[src/pbwc_pkg.sv]
/*
  pbwc_pkg: constants, state encodings and carrier structs for the power
  button and wake controller.
  assumes: a single 250 MHz standby clock; no software-visible registers.
*/
// Overview of operation
// - soft-off, short press powers the system on
// - working: short press sleeps, long forces off
// - sleeping: short press wakes, long powers off
// - switch and alarm wake from S1, S3, S5
// - lan, pme, usb wake only from S1, S3
// - S3 cuts processor power, keeps memory context
// - S5 keeps no context, leaving needs cold boot
// - S3/S5 hold devices in D3, wake logic powered
// - software soft-off path removes system power
// - after mains loss, restore prior on/off state
package pbwc_pkg;

  // ==========================================================
  // timing
  localparam int unsigned CLK_MHZ      = 250;
  localparam int unsigned DEBOUNCE_US  = 10;
  localparam int unsigned LONG_PRESS_S = 4;
  localparam int unsigned DEBOUNCE_CYC = DEBOUNCE_US * CLK_MHZ;
  localparam longint unsigned LONG_PRESS_CYC = 64'(LONG_PRESS_S) * 64'(CLK_MHZ) * 64'd1000000;
  localparam int unsigned CNT_W        = 32;

  // ==========================================================
  // system sleeping states, one-hot
  typedef enum logic [4:0] {
    PBWC_S0   = 5'h01,
    PBWC_S1   = 5'h02,
    PBWC_S3   = 5'h04,
    PBWC_S5   = 5'h08,
    PBWC_G3   = 5'h10
  } pbwc_state_t;

  // device power state codes
  localparam logic [1:0] DSTATE_D0 = 2'h0;
  localparam logic [1:0] DSTATE_D3 = 2'h3;

  // ==========================================================
  // operating system requests and wake sources
  typedef struct packed {
    logic sleep_s1;
    logic sleep_s3;
    logic soft_off;
  } pbwc_os_req_t;

  typedef struct packed {
    logic rtc_alarm;
    logic lan;
    logic pme;
    logic usb;
  } pbwc_wake_t;

  typedef struct packed {
    logic       supply_on;
    logic       cpu_power;
    logic       mem_power;
    logic       cold_boot;
    logic       resume;
    logic [1:0] dev_state;
    logic       sleep_button;
  } pbwc_power_t;

endpackage

[src/pbwc_top.sv]
/*
  pbwc_top: power state sequencer driven by the front-panel switch, wake
  sources and operating-system requests.
  assumes: all inputs are asynchronous pins and are synchronised here;
  last_on_state comes from battery-backed storage and is valid at reset.
*/
`timescale 1ns/1ps
`default_nettype none
module pbwc_top #(
  parameter int unsigned DEBOUNCE_CYCLES = pbwc_pkg::DEBOUNCE_CYC,
  parameter longint unsigned LONG_CYCLES = pbwc_pkg::LONG_PRESS_CYC
) (
  // clock and reset
  input  wire logic                  ref_clk,
  input  wire logic                  reset_n,
  // front panel switch, active low pin
  input  wire logic                  pwr_switch_n,
  // wake sources
  input  wire pbwc_pkg::pbwc_wake_t  wake_in,
  // operating system requests
  input  wire pbwc_pkg::pbwc_os_req_t os_req,
  // mains restore policy
  input  wire logic                  soft_off_en,
  input  wire logic                  last_on_state,
  // power outputs
  output var  pbwc_pkg::pbwc_power_t power_out,
  output var  pbwc_pkg::pbwc_state_t sys_state,
  output var  logic                  state_saved_on
);

  // ==========================================================
  // parameter checks
  // refused at elaboration: counters are 32 bits, long must outlast debounce
  if (DEBOUNCE_CYCLES < 1 || LONG_CYCLES <= DEBOUNCE_CYCLES ||
      LONG_CYCLES >= 64'h0000_0000_ffff_ffff) begin : g_bad_timing
    $error("pbwc_top: bad timing parameters");
  end

  localparam logic [31:0] DEB_LIM  = 32'(DEBOUNCE_CYCLES);
  localparam logic [31:0] LONG_LIM = 32'(LONG_CYCLES);

  // ==========================================================
  // reset release and input synchronisers
  logic [1:0] rst_sync_r;
  logic       rst_n;
  always_ff @(posedge ref_clk or negedge reset_n) begin
    if (!reset_n) begin
      rst_sync_r <= 2'h0;
    end else begin
      rst_sync_r <= {rst_sync_r[0], 1'b1};
    end
  end
  assign rst_n = rst_sync_r[1];

  // pins: switch, four wakes, three requests, two policy bits
  localparam int unsigned IN_W = 10;
  logic [IN_W-1:0] in_raw, meta_r, sync_r;
  assign in_raw = {~pwr_switch_n, wake_in, os_req, soft_off_en, last_on_state};
  // no reset on the synchronisers: the policy pins held during reset must
  // already be settled at the first edge after release, or the mains-restore
  // decision would always see zeros and fall back to off
  always_ff @(posedge ref_clk) begin
    meta_r <= in_raw;
    sync_r <= meta_r;
  end

  logic                  sw_raw;
  pbwc_pkg::pbwc_wake_t  wk;
  pbwc_pkg::pbwc_os_req_t rq;
  logic                  soe_s, last_on_s;
  assign {sw_raw, wk, rq, soe_s, last_on_s} = sync_r;

  // ==========================================================
  // state record
  typedef struct packed {
    logic                  started;   // mains-restore decision taken
    logic                  sw_deb;    // debounced switch level
    logic [31:0]           deb_cnt;
    logic [31:0]           hold_cnt;
    logic                  long_done; // long action already taken
    pbwc_pkg::pbwc_state_t st;
    logic                  was_on;
  } pbwc_regs_t;

  pbwc_regs_t s_r, s_nxt;
  logic short_press, long_press, any_wake, full_wake;

  always_comb begin
    s_nxt       = s_r;
    short_press = 1'b0;
    long_press  = 1'b0;
    // debounce: level must hold steady for the debounce window
    if (sw_raw == s_r.sw_deb) begin
      s_nxt.deb_cnt = '0;
    end else if (s_r.deb_cnt >= DEB_LIM - 32'h1) begin
      s_nxt.sw_deb  = sw_raw;
      s_nxt.deb_cnt = '0;
    end else begin
      s_nxt.deb_cnt = s_r.deb_cnt + 32'h1;
    end
    // hold timing; long fires once the threshold is crossed
    if (s_r.sw_deb) begin
      if (s_r.hold_cnt < LONG_LIM) begin
        s_nxt.hold_cnt = s_r.hold_cnt + 32'h1;
      end else if (!s_r.long_done) begin
        long_press      = 1'b1;
        s_nxt.long_done = 1'b1;
      end
    end else begin
      // release below threshold counts as a short press
      short_press     = s_r.sw_deb == 1'b0 && s_r.hold_cnt != '0 && !s_r.long_done;
      s_nxt.hold_cnt  = '0;
      s_nxt.long_done = 1'b0;
    end
    // wake qualification by source and state
    any_wake  = short_press | wk.rtc_alarm;
    full_wake = any_wake | wk.lan | wk.pme | wk.usb;

    case (s_r.st)
      pbwc_pkg::PBWC_G3: begin
        // first cycle after standby power: restore prior state
        if (!s_r.started) begin
          s_nxt.started = 1'b1;
          s_nxt.st = (soe_s && last_on_s) ? pbwc_pkg::PBWC_S0 : pbwc_pkg::PBWC_S5;
        end
      end
      pbwc_pkg::PBWC_S0: begin
        if (long_press) begin
          s_nxt.st = pbwc_pkg::PBWC_S5;
        end else if (short_press) begin
          s_nxt.st = pbwc_pkg::PBWC_S3;
        end else if (rq.soft_off) begin
          s_nxt.st = pbwc_pkg::PBWC_S5;
        end else if (rq.sleep_s3) begin
          s_nxt.st = pbwc_pkg::PBWC_S3;
        end else if (rq.sleep_s1) begin
          s_nxt.st = pbwc_pkg::PBWC_S1;
        end
      end
      pbwc_pkg::PBWC_S1, pbwc_pkg::PBWC_S3: begin
        if (long_press) begin
          s_nxt.st = pbwc_pkg::PBWC_S5;
        end else if (full_wake) begin
          s_nxt.st = pbwc_pkg::PBWC_S0;
        end
      end
      pbwc_pkg::PBWC_S5: begin
        // lan, pme and usb ignored here
        if (any_wake) begin
          s_nxt.st = pbwc_pkg::PBWC_S0;
        end
      end
      default: s_nxt.st = pbwc_pkg::PBWC_S5;
    endcase
    // remembered on/off level for the next mains loss
    if (s_nxt.st == pbwc_pkg::PBWC_S0) begin
      s_nxt.was_on = 1'b1;
    end else if (s_nxt.st == pbwc_pkg::PBWC_S5) begin
      s_nxt.was_on = 1'b0;
    end
  end

  always_ff @(posedge ref_clk or negedge rst_n) begin
    if (!rst_n) begin
      s_r <= '{started: 1'b0, sw_deb: 1'b0, deb_cnt: '0, hold_cnt: '0,
               long_done: 1'b0, st: pbwc_pkg::PBWC_G3, was_on: 1'b0};
    end else begin
      s_r <= s_nxt;
    end
  end

  // ==========================================================
  // power outputs, registered from state; resume only out of sleep
  pbwc_pkg::pbwc_power_t pw_r, pw_nxt;
  always_comb begin
    pw_nxt              = '0;
    pw_nxt.dev_state    = pbwc_pkg::DSTATE_D3;
    pw_nxt.resume       = 1'b0;
    pw_nxt.cold_boot    = 1'b0;
    case (s_nxt.st)
      pbwc_pkg::PBWC_S0: begin
        pw_nxt.supply_on = 1'b1;
        pw_nxt.cpu_power = 1'b1;
        pw_nxt.mem_power = 1'b1;
        pw_nxt.dev_state = pbwc_pkg::DSTATE_D0;
        // entry from S1 or S3 resumes, entry from S5 or mains cold boots
        pw_nxt.resume    = s_r.st == pbwc_pkg::PBWC_S3 || s_r.st == pbwc_pkg::PBWC_S1;
        pw_nxt.cold_boot = s_r.st == pbwc_pkg::PBWC_S5 || s_r.st == pbwc_pkg::PBWC_G3;
      end
      pbwc_pkg::PBWC_S1: begin
        pw_nxt.supply_on = 1'b1;
        pw_nxt.cpu_power = 1'b1;
        pw_nxt.mem_power = 1'b1;
      end
      // cpu off, memory kept for context
      pbwc_pkg::PBWC_S3: pw_nxt.mem_power = 1'b1;
      // nothing kept but wake logic
      pbwc_pkg::PBWC_S5: pw_nxt.mem_power = 1'b0;
      default:           pw_nxt.mem_power = 1'b0;
    endcase
    // short press in S0 is reported to the os as a sleep event; a one-cycle
    // pulse that rides with the entry into S3, so the os knows the user
    // asked for the suspend rather than software
    pw_nxt.sleep_button = short_press && s_r.st == pbwc_pkg::PBWC_S0;
  end

  always_ff @(posedge ref_clk or negedge rst_n) begin
    if (!rst_n) begin
      pw_r <= '{supply_on: 1'b0, cpu_power: 1'b0, mem_power: 1'b0, cold_boot: 1'b0,
                resume: 1'b0, dev_state: pbwc_pkg::DSTATE_D3, sleep_button: 1'b0};
    end else begin
      pw_r <= pw_nxt;
    end
  end

  assign power_out      = pw_r;
  assign sys_state      = s_r.st;
  assign state_saved_on = s_r.was_on;

endmodule
`default_nettype wire

[config.mk]
export PLATFORM = sky130hd
export DESIGN_NAME = pbwc_top
export DESIGN_NICKNAME = d
export VERILOG_FILES = /design/src/pbwc_pkg.sv /design/src/pbwc_top.sv
export SDC_FILE = /design/constraint.sdc
export NUM_CORES = 1
export LEC_CHECK = 0
export BUFFER_PORTS_ARGS = -buffer_cell sky130_fd_sc_hd__buf_2
export CORE_MARGIN = 1
export CORE_UTILIZATION = 51
export DETAILED_ROUTE_END_ITERATION = 8
export GPL_ROUTABILITY_DRIVEN = 0
export PLACE_DENSITY_LB_ADDON = 0.12
export SETUP_SLACK_MARGIN = 0.1
export SYNTH_ARGS = -nofsm -noshare
export SYNTH_HDL_FRONTEND = slang
export SYNTH_SLANG_ARGS = --single-unit
[constraint.sdc]
create_clock -name ref_clk -period 2.9 [get_ports ref_clk]
set_input_delay 0.29 -clock ref_clk [delete_from_list [all_inputs] [get_ports ref_clk]]
set_output_delay 0.29 -clock ref_clk [all_outputs]
set_load 0.02 [all_outputs]
==> reports/metrics.csv, run 1 <==
stage,metric,value,unit
outcome,status,completed,
finish,Post-Layout Cell Count,539,
cts,clk sinks,101,
die,Die W,91.6,um
cts,post_cts resized,0,
die,Initial Util,52.7,%
place,Post-Place Worst Slack,0.277,ns
grt,first-pass GRT wire length,13100,um
routing,Starting DRT DRC Count,177,
routing,# DRC,0,
synth,synth unique cells,55,
synth,most common cell in the netlist,dfrtp_1,
cts,Clock Latency Late Sink,0.37,ns
timing,Worst-Margin Slew,0.982,ns
synth,Post-synth ARST share,80.2,%
power_and_ir_drop,P_leak,2.00,nW
synth,commonest cells in the netlist,"dfrtp_1, nor2_1",
min_path,worst hold path class,in -> reg,
synth,Mapped Cells,381,
timing,max-slew violations,0,
synth,top cell type by total area after synthesis,dfrtp_1,
routing,WL final,7390,um
grt,initial antenna violation count,0,
setup_path,Worst Path Required,3.14,ns
timing,final clock skew,0.0117,ns
routing,Post-DRT Antenna Nets,0,
grt,largest net degree at the start of global routing,80,
setup_path,CP peak stage delay,0.57,ns
die,core area,7770,sq um
routing,1st-pass router iterations,4,
finish,Antenna Cells,0,
power_and_ir_drop,VDD IR max,0.411,mV
die,num rows,32,
cts,CTS Buffer Depth,2,
finish,post-route cell area,4630,sq um
setup_path,crit path max fanout,6,
power_and_ir_drop,pwr dens,604,nW/um^2
finish,proportion of layout cells with a drive suffix above 1,12.8,%
finish,Nets,447,
timing,Final min period,2.67,ns
timing,FMAX,0.375,GHz
timing,final period utilization,92.1,%
setup_path,element type at the critical path start,flop,
synth,Ys Warns,0,
place,I/O Buffers,25,
setup_path,Crit-path slowest cell,or4_4,
synth,Post-Syn Area,4100,sq um
die,I/O Pins,26,
finish,Final Util,59.6,%
synth,register area share after synthesis,59.3,%
synth,Synth area leaders,"dfrtp_1, dfxtp_1, nor2_1",
timing,# setup viols final,0,
cts,"Reg clk slew, reported paths",0.11,ns
cts,total CTS buffers,9,
cts,# hold bufs at CTS,7,
power_and_ir_drop,Overall Power,2.80,mW
grt,gr ovfl total,0,
routing,Avg Vias per Cell,5.30,
synth,Main synth FF type,dfrtp_1,
timing,setup TNS,0,ns
routing,routed len/inst,13.7,um
cts,CTS tree,built,
synth,syn_area_per_cell,10.8,sq um
setup_path,critical path class,reg -> reg,
place,area of placed instances,4370,sq um
die,Die Y,91.6,um
grt,Total GRT Usage,20.1,%
setup_path,critical path arrival,2.91,ns
setup_path,Critical Path End Type,flop,
synth,number of synthesized flops with an enable pin,0,
timing,worst hold margin,0.0185,ns
job,Max Cap Violations,0,
setup_path,CP Cell Sequence,or4_4 > or4_1 > o41ai_2 > o311ai_0 > o21ai_2 > o2111ai_1,
cts,root buf cell,clkbuf_8,
cts,setup bufs post-CTS,0,
synth,"flops & latches, synth",101,
die,die area,8390,sq um
timing,relative slew slack,34.5,%
timing,endpoints failing hold,0,
finish,P&R area growth vs syn,13.0,%
timing,PnR worst setup slack,0.230,ns
finish,fillcell total,682,
timing,RSZ-0062 raised after global routing,false,
cts,H-Tree Depth,3,
grt,vias in the first global route,2835,
place,Inst Count DP,516,
synth,top cell type's share of synthesized area,48.3,%
place,post-DP HPWL,4830,um
routing,DR vias,2859,
## layout by cell type (no fill, tap or decap), types with 7 or more instances in the layout
master and count:
a21oi_1 13, and3_1 7, buf_2 25, clkbuf_8 9
conb_1 21, dfrtp_1 78, dfxtp_1 20, dlygate4sd3_1 7
inv_1 12, nand2_1 20, nand3_1 20, nand4_1 9
nor2_1 49, nor3_1 9, nor4_1 16, o21ai_0 17
or3_1 9, xnor2_1 20, xor2_1 10
## kinds of logic (layout without fill, tap and decap cells)
family                   after synthesis  in the layout  share of synthesized area [%]
AO/OA/AOI/OAI                         53             53                           9.10
XOR/XNOR                              30             30                           6.41
adder cells (fa/ha/maj)                3              3                          0.916
buffers and inverters                 28             65                           3.27
flip-flops                           101            101                           59.3
multiplexers                           1              1                          0.244
other                                  2             21                          0.183
AND/OR/NAND/NOR                      163            163                           20.6
## power by group
part | switching [mW] | internal (mW)
clock | 0.527 | 0.335
combinational | 0.224 | 0.143
sequential | 0.0738 | 1.49
total | 0.825 | 1.97
## flip-flops by register name (all words and copies together) (netlist names)
signal,flops
meta_r,10
sync_r,10
state_saved_on,1
sys_state,5
rst_sync_r,2
power_out,6
s_r,67
## worst paths after layout
kind	to	depth (start not counted)	start	slack [ns]
min in group asynchronous	rst_sync_r[1]	2	reset_n	0.22
worst max-delay path	state_saved_on	6	s_r[23]	0.23
worst max register to register	state_saved_on	6	s_r[23]	0.23
max in group asynchronous	s_r[14]	0	rst_sync_r[1]	1.77
worst min-delay path	meta_r[1]	1	soft_off_en	0.02
worst min register to register	sync_r[7]	0	meta_r[7]	0.33
## metal layers
layer	global-route usage, %	vias to the layer above	wire length [um]
li1	-	1417	-
met1	26.9	1384	3580
met2	31.8	48	3450
met3	4.56	10	255
met4	8.07	0	112
met5	0	-	0
## layout make-up
type	count	area, sq um	area share, %
clock inverter	7	63.8	1.38
multi-input combinational	271	1600	34.6
inverter	12	45.0	0.973
timing repair buffer	37	233	5.03
clock buffer	9	124	2.67
sequential	101	2430	52.6
tap	102	128	2.76
## worst max-delay path: cells and delay by family, from the launching register on
kind             cells  cell delay (ns)
AND/OR/NAND/NOR      2             1.01
flip-flops           1             0.46
AO/OA/AOI/OAI        4             1.07
(Power assumes the default switching activity.)
==> run 2: changes to the inputs <==
--- a/config.mk
+++ b/config.mk
@@ -10,6 +10,7 @@
 export CORE_UTILIZATION = 51
 export DETAILED_ROUTE_END_ITERATION = 8
 export GPL_ROUTABILITY_DRIVEN = 0
+export MAX_ROUTING_LAYER = met4
 export PLACE_DENSITY_LB_ADDON = 0.12
 export SETUP_SLACK_MARGIN = 0.1
 export SYNTH_ARGS = -nofsm -noshare
==> reports/metrics.csv, run 2 (same netlist as run 1, synthesis figures left out) <==
stage,metric,value,unit,change
finish,Final Util,59.6,%,unchanged
power_and_ir_drop,pwr dens,604,nW/um^2,about the same
power_and_ir_drop,P_leak,2.00,nW,unchanged
die,Die W,91.6,um,unchanged
cts,# hold bufs at CTS,7,,unchanged
grt,Total GRT Usage,20.6,%,+0.53 points
die,die area,8390,sq um,unchanged
grt,first-pass GRT wire length,13100,um,unchanged
timing,worst hold margin,0.0187,ns,+0.000204 ns
timing,setup TNS,0,ns,unchanged
setup_path,crit path max fanout,6,,unchanged
timing,PnR worst setup slack,0.243,ns,+0.0134 ns
die,Initial Util,52.7,%,unchanged
place,post-DP HPWL,4830,um,unchanged
routing,routed len/inst,13.7,um,about the same
grt,initial antenna violation count,0,,unchanged
outcome,status,completed,,
finish,P&R area growth vs syn,13.0,%,unchanged
cts,H-Tree Depth,3,,unchanged
place,Post-Place Worst Slack,0.277,ns,unchanged
power_and_ir_drop,VDD IR max,0.414,mV,+0.56%
die,Die Y,91.6,um,unchanged
grt,GR Layer Usage met3,4.56,%,unchanged
timing,final period utilization,91.6,%,-0.46 points
routing,WL final,7390,um,about the same
finish,Regs by FF count,"s_r (67), meta_r (10), sync_r (10)",,
setup_path,Setup crit start,s_r[23],,
routing,Starting DRT DRC Count,185,,+4.5%
setup_path,FF-to-FF setup slack,0.24,ns,about the same
cts,"Reg clk slew, reported paths",0.11,ns,about the same
finish,Largest Register,s_r,,
grt,gr ovfl total,0,,unchanged
setup_path,WP buf/inv,0,,unchanged
cts,CTS tree,built,,
power_and_ir_drop,Flop pwr share,56.0,%,about the same
finish,"commonest non-fill, non-tap cells in the layout","dfrtp_1, nor2_1, buf_2",,
timing,RSZ-0062 raised after global routing,false,,
setup_path,R2R Path Start,s_r[23],,
die,core area,7770,sq um,unchanged
routing,Post-DRT Antenna Nets,0,,unchanged
cts,CTS Buffer Depth,2,,unchanged
timing,Final min period,2.66,ns,-0.0134 ns
routing,Avg Vias per Cell,5.33,,+0.49%
finish,max FFs per register,67,,unchanged
timing,final clock skew,0.0120,ns,+0.000280 ns
cts,clk sinks,101,,unchanged
timing,FMAX,0.376,GHz,+0.50%
setup_path,Worst Path Required,3.14,ns,about the same
grt,vias in the first global route,2825,,-0.35%
power_and_ir_drop,Clock power frac,30.9,%,about the same
cts,total CTS buffers,9,,unchanged
power_and_ir_drop,switching share of power,29.5,%,+0.033 points
setup_path,crit path to,state_saved_on,,
grt,GRT Max-Usage Layer,met2,,
routing,DR vias,2873,,+0.49%
grt,GR met1 Demand/Resource,26.4,%,-0.44 points
cts,Clock Latency Late Sink,0.37,ns,about the same
setup_path,CP Cell Sequence,or4_4 > or4_1 > o41ai_2 > o311ai_0 > o21ai_2 > o2111ai_1,,
setup_path,reg2reg end,state_saved_on,,
timing,# setup viols final,0,,unchanged
finish,most common library cell in the layout ignoring fill and taps,dfrtp_1,,
setup_path,Reg2Reg Depth,6,,unchanged
power_and_ir_drop,combinational power share,13.1,%,about the same
setup_path,critical path class,reg -> reg,,
setup_path,CP peak stage delay,0.57,ns,about the same
routing,1st-pass router iterations,4,,unchanged
finish,Nets,447,,unchanged
timing,relative slew slack,34.5,%,about the same
cts,root buf cell,clkbuf_8,,
setup_path,Crit-path slowest cell,or4_4,,
power_and_ir_drop,cell-internal power,1.97,mW,about the same
setup_path,Critical Path Stages,6,,unchanged
die,num rows,32,,unchanged
setup_path,critical path arrival,2.90,ns,about the same
setup_path,element type at the critical path start,flop,,
finish,Antenna Cells,0,,unchanged
finish,fillcell total,682,,unchanged
job,Max Cap Violations,0,,unchanged
grt,largest net degree at the start of global routing,80,,unchanged
setup_path,Critical Path End Type,flop,,
timing,endpoints failing hold,0,,unchanged
die,I/O Pins,26,,unchanged
finish,proportion of layout cells with a drive suffix above 1,12.8,%,unchanged
timing,Worst-Margin Slew,0.982,ns,+0.000511 ns
cts,post_cts resized,0,,unchanged
min_path,worst hold path class,in -> reg,,
grt,met2 Usage GRT,32.1,%,+0.31 points
routing,# DRC,0,,unchanged
timing,max-slew violations,0,,unchanged
place,I/O Buffers,25,,unchanged
setup_path,Top delay family on crit path,compound AO/OA/AOI/OAI gates,,
cts,setup bufs post-CTS,0,,unchanged
power_and_ir_drop,Psw,826,uW,+0.16%
==> run 2: per-layer routing <==
metal	part of all wire (%)	wire [um]	vias up
li1	-	-	1415
met1	48	3540	1393
met2	47	3450	53
met3	3.6	263	12
met4	1.8	132	0
met5	0	0	-
==> run 2: metrics by stage <==
| stage | power (mW) | instance area (sq um) | instances |
|---|---|---|---|
| after floorplan | 1.86 | 4170 | 400 |
| after global placement | 1.95 | 4370 | 516 |
| after detailed placement | 1.95 | 4370 | 516 |
| after CTS | 2.83 | 4630 | 539 |
| after global routing | 2.94 | 4630 | 539 |
| final | 2.80 | 4630 | 539 |
==> run 2: power by group through the flow <==
| stage | clock [mW] | combinational (mW) | sequential [mW] |
|---|---|---|---|
| 3_3_place_gp | 0 | 0.349 | 1.60 |
| 4_1_cts | 0.899 | 0.365 | 1.57 |
| 6_report | 0.865 | 0.365 | 1.57 |
| 3_5_place_dp | 0 | 0.356 | 1.60 |
| 2_1_floorplan | 0 | 0.243 | 1.62 |
| 5_1_grt | 0.954 | 0.402 | 1.59 |
==> run 2: final cells by class <==
cell class,count,area [sq um],share of cell area [%]
Multi-Input combinational cell,271,1600,34.6
Timing Repair Buffer,37,233,5.03
Inverter,12,45.0,0.973
Clock inverter,7,63.8,1.38
Clock buffer,9,124,2.67
Sequential cell,101,2430,52.6
Tap cell,102,128,2.76
==> run 2: worst min path at each step <==
stage | from | endpoint | slack (ns) | depth (start not counted)
finish | soft_off_en | meta_r[1] | 0.02 | 1
floorplan | reset_n | rst_sync_r[0] | -0.006 | 0
detailed placement | reset_n | rst_sync_r[0] | 0.08 | 1
global route | soft_off_en | meta_r[1] | 0.001 | 1
CTS | wake_in[3] | meta_r[8] | 0.0009 | 1
global placement | reset_n | rst_sync_r[0] | 0.08 | 1
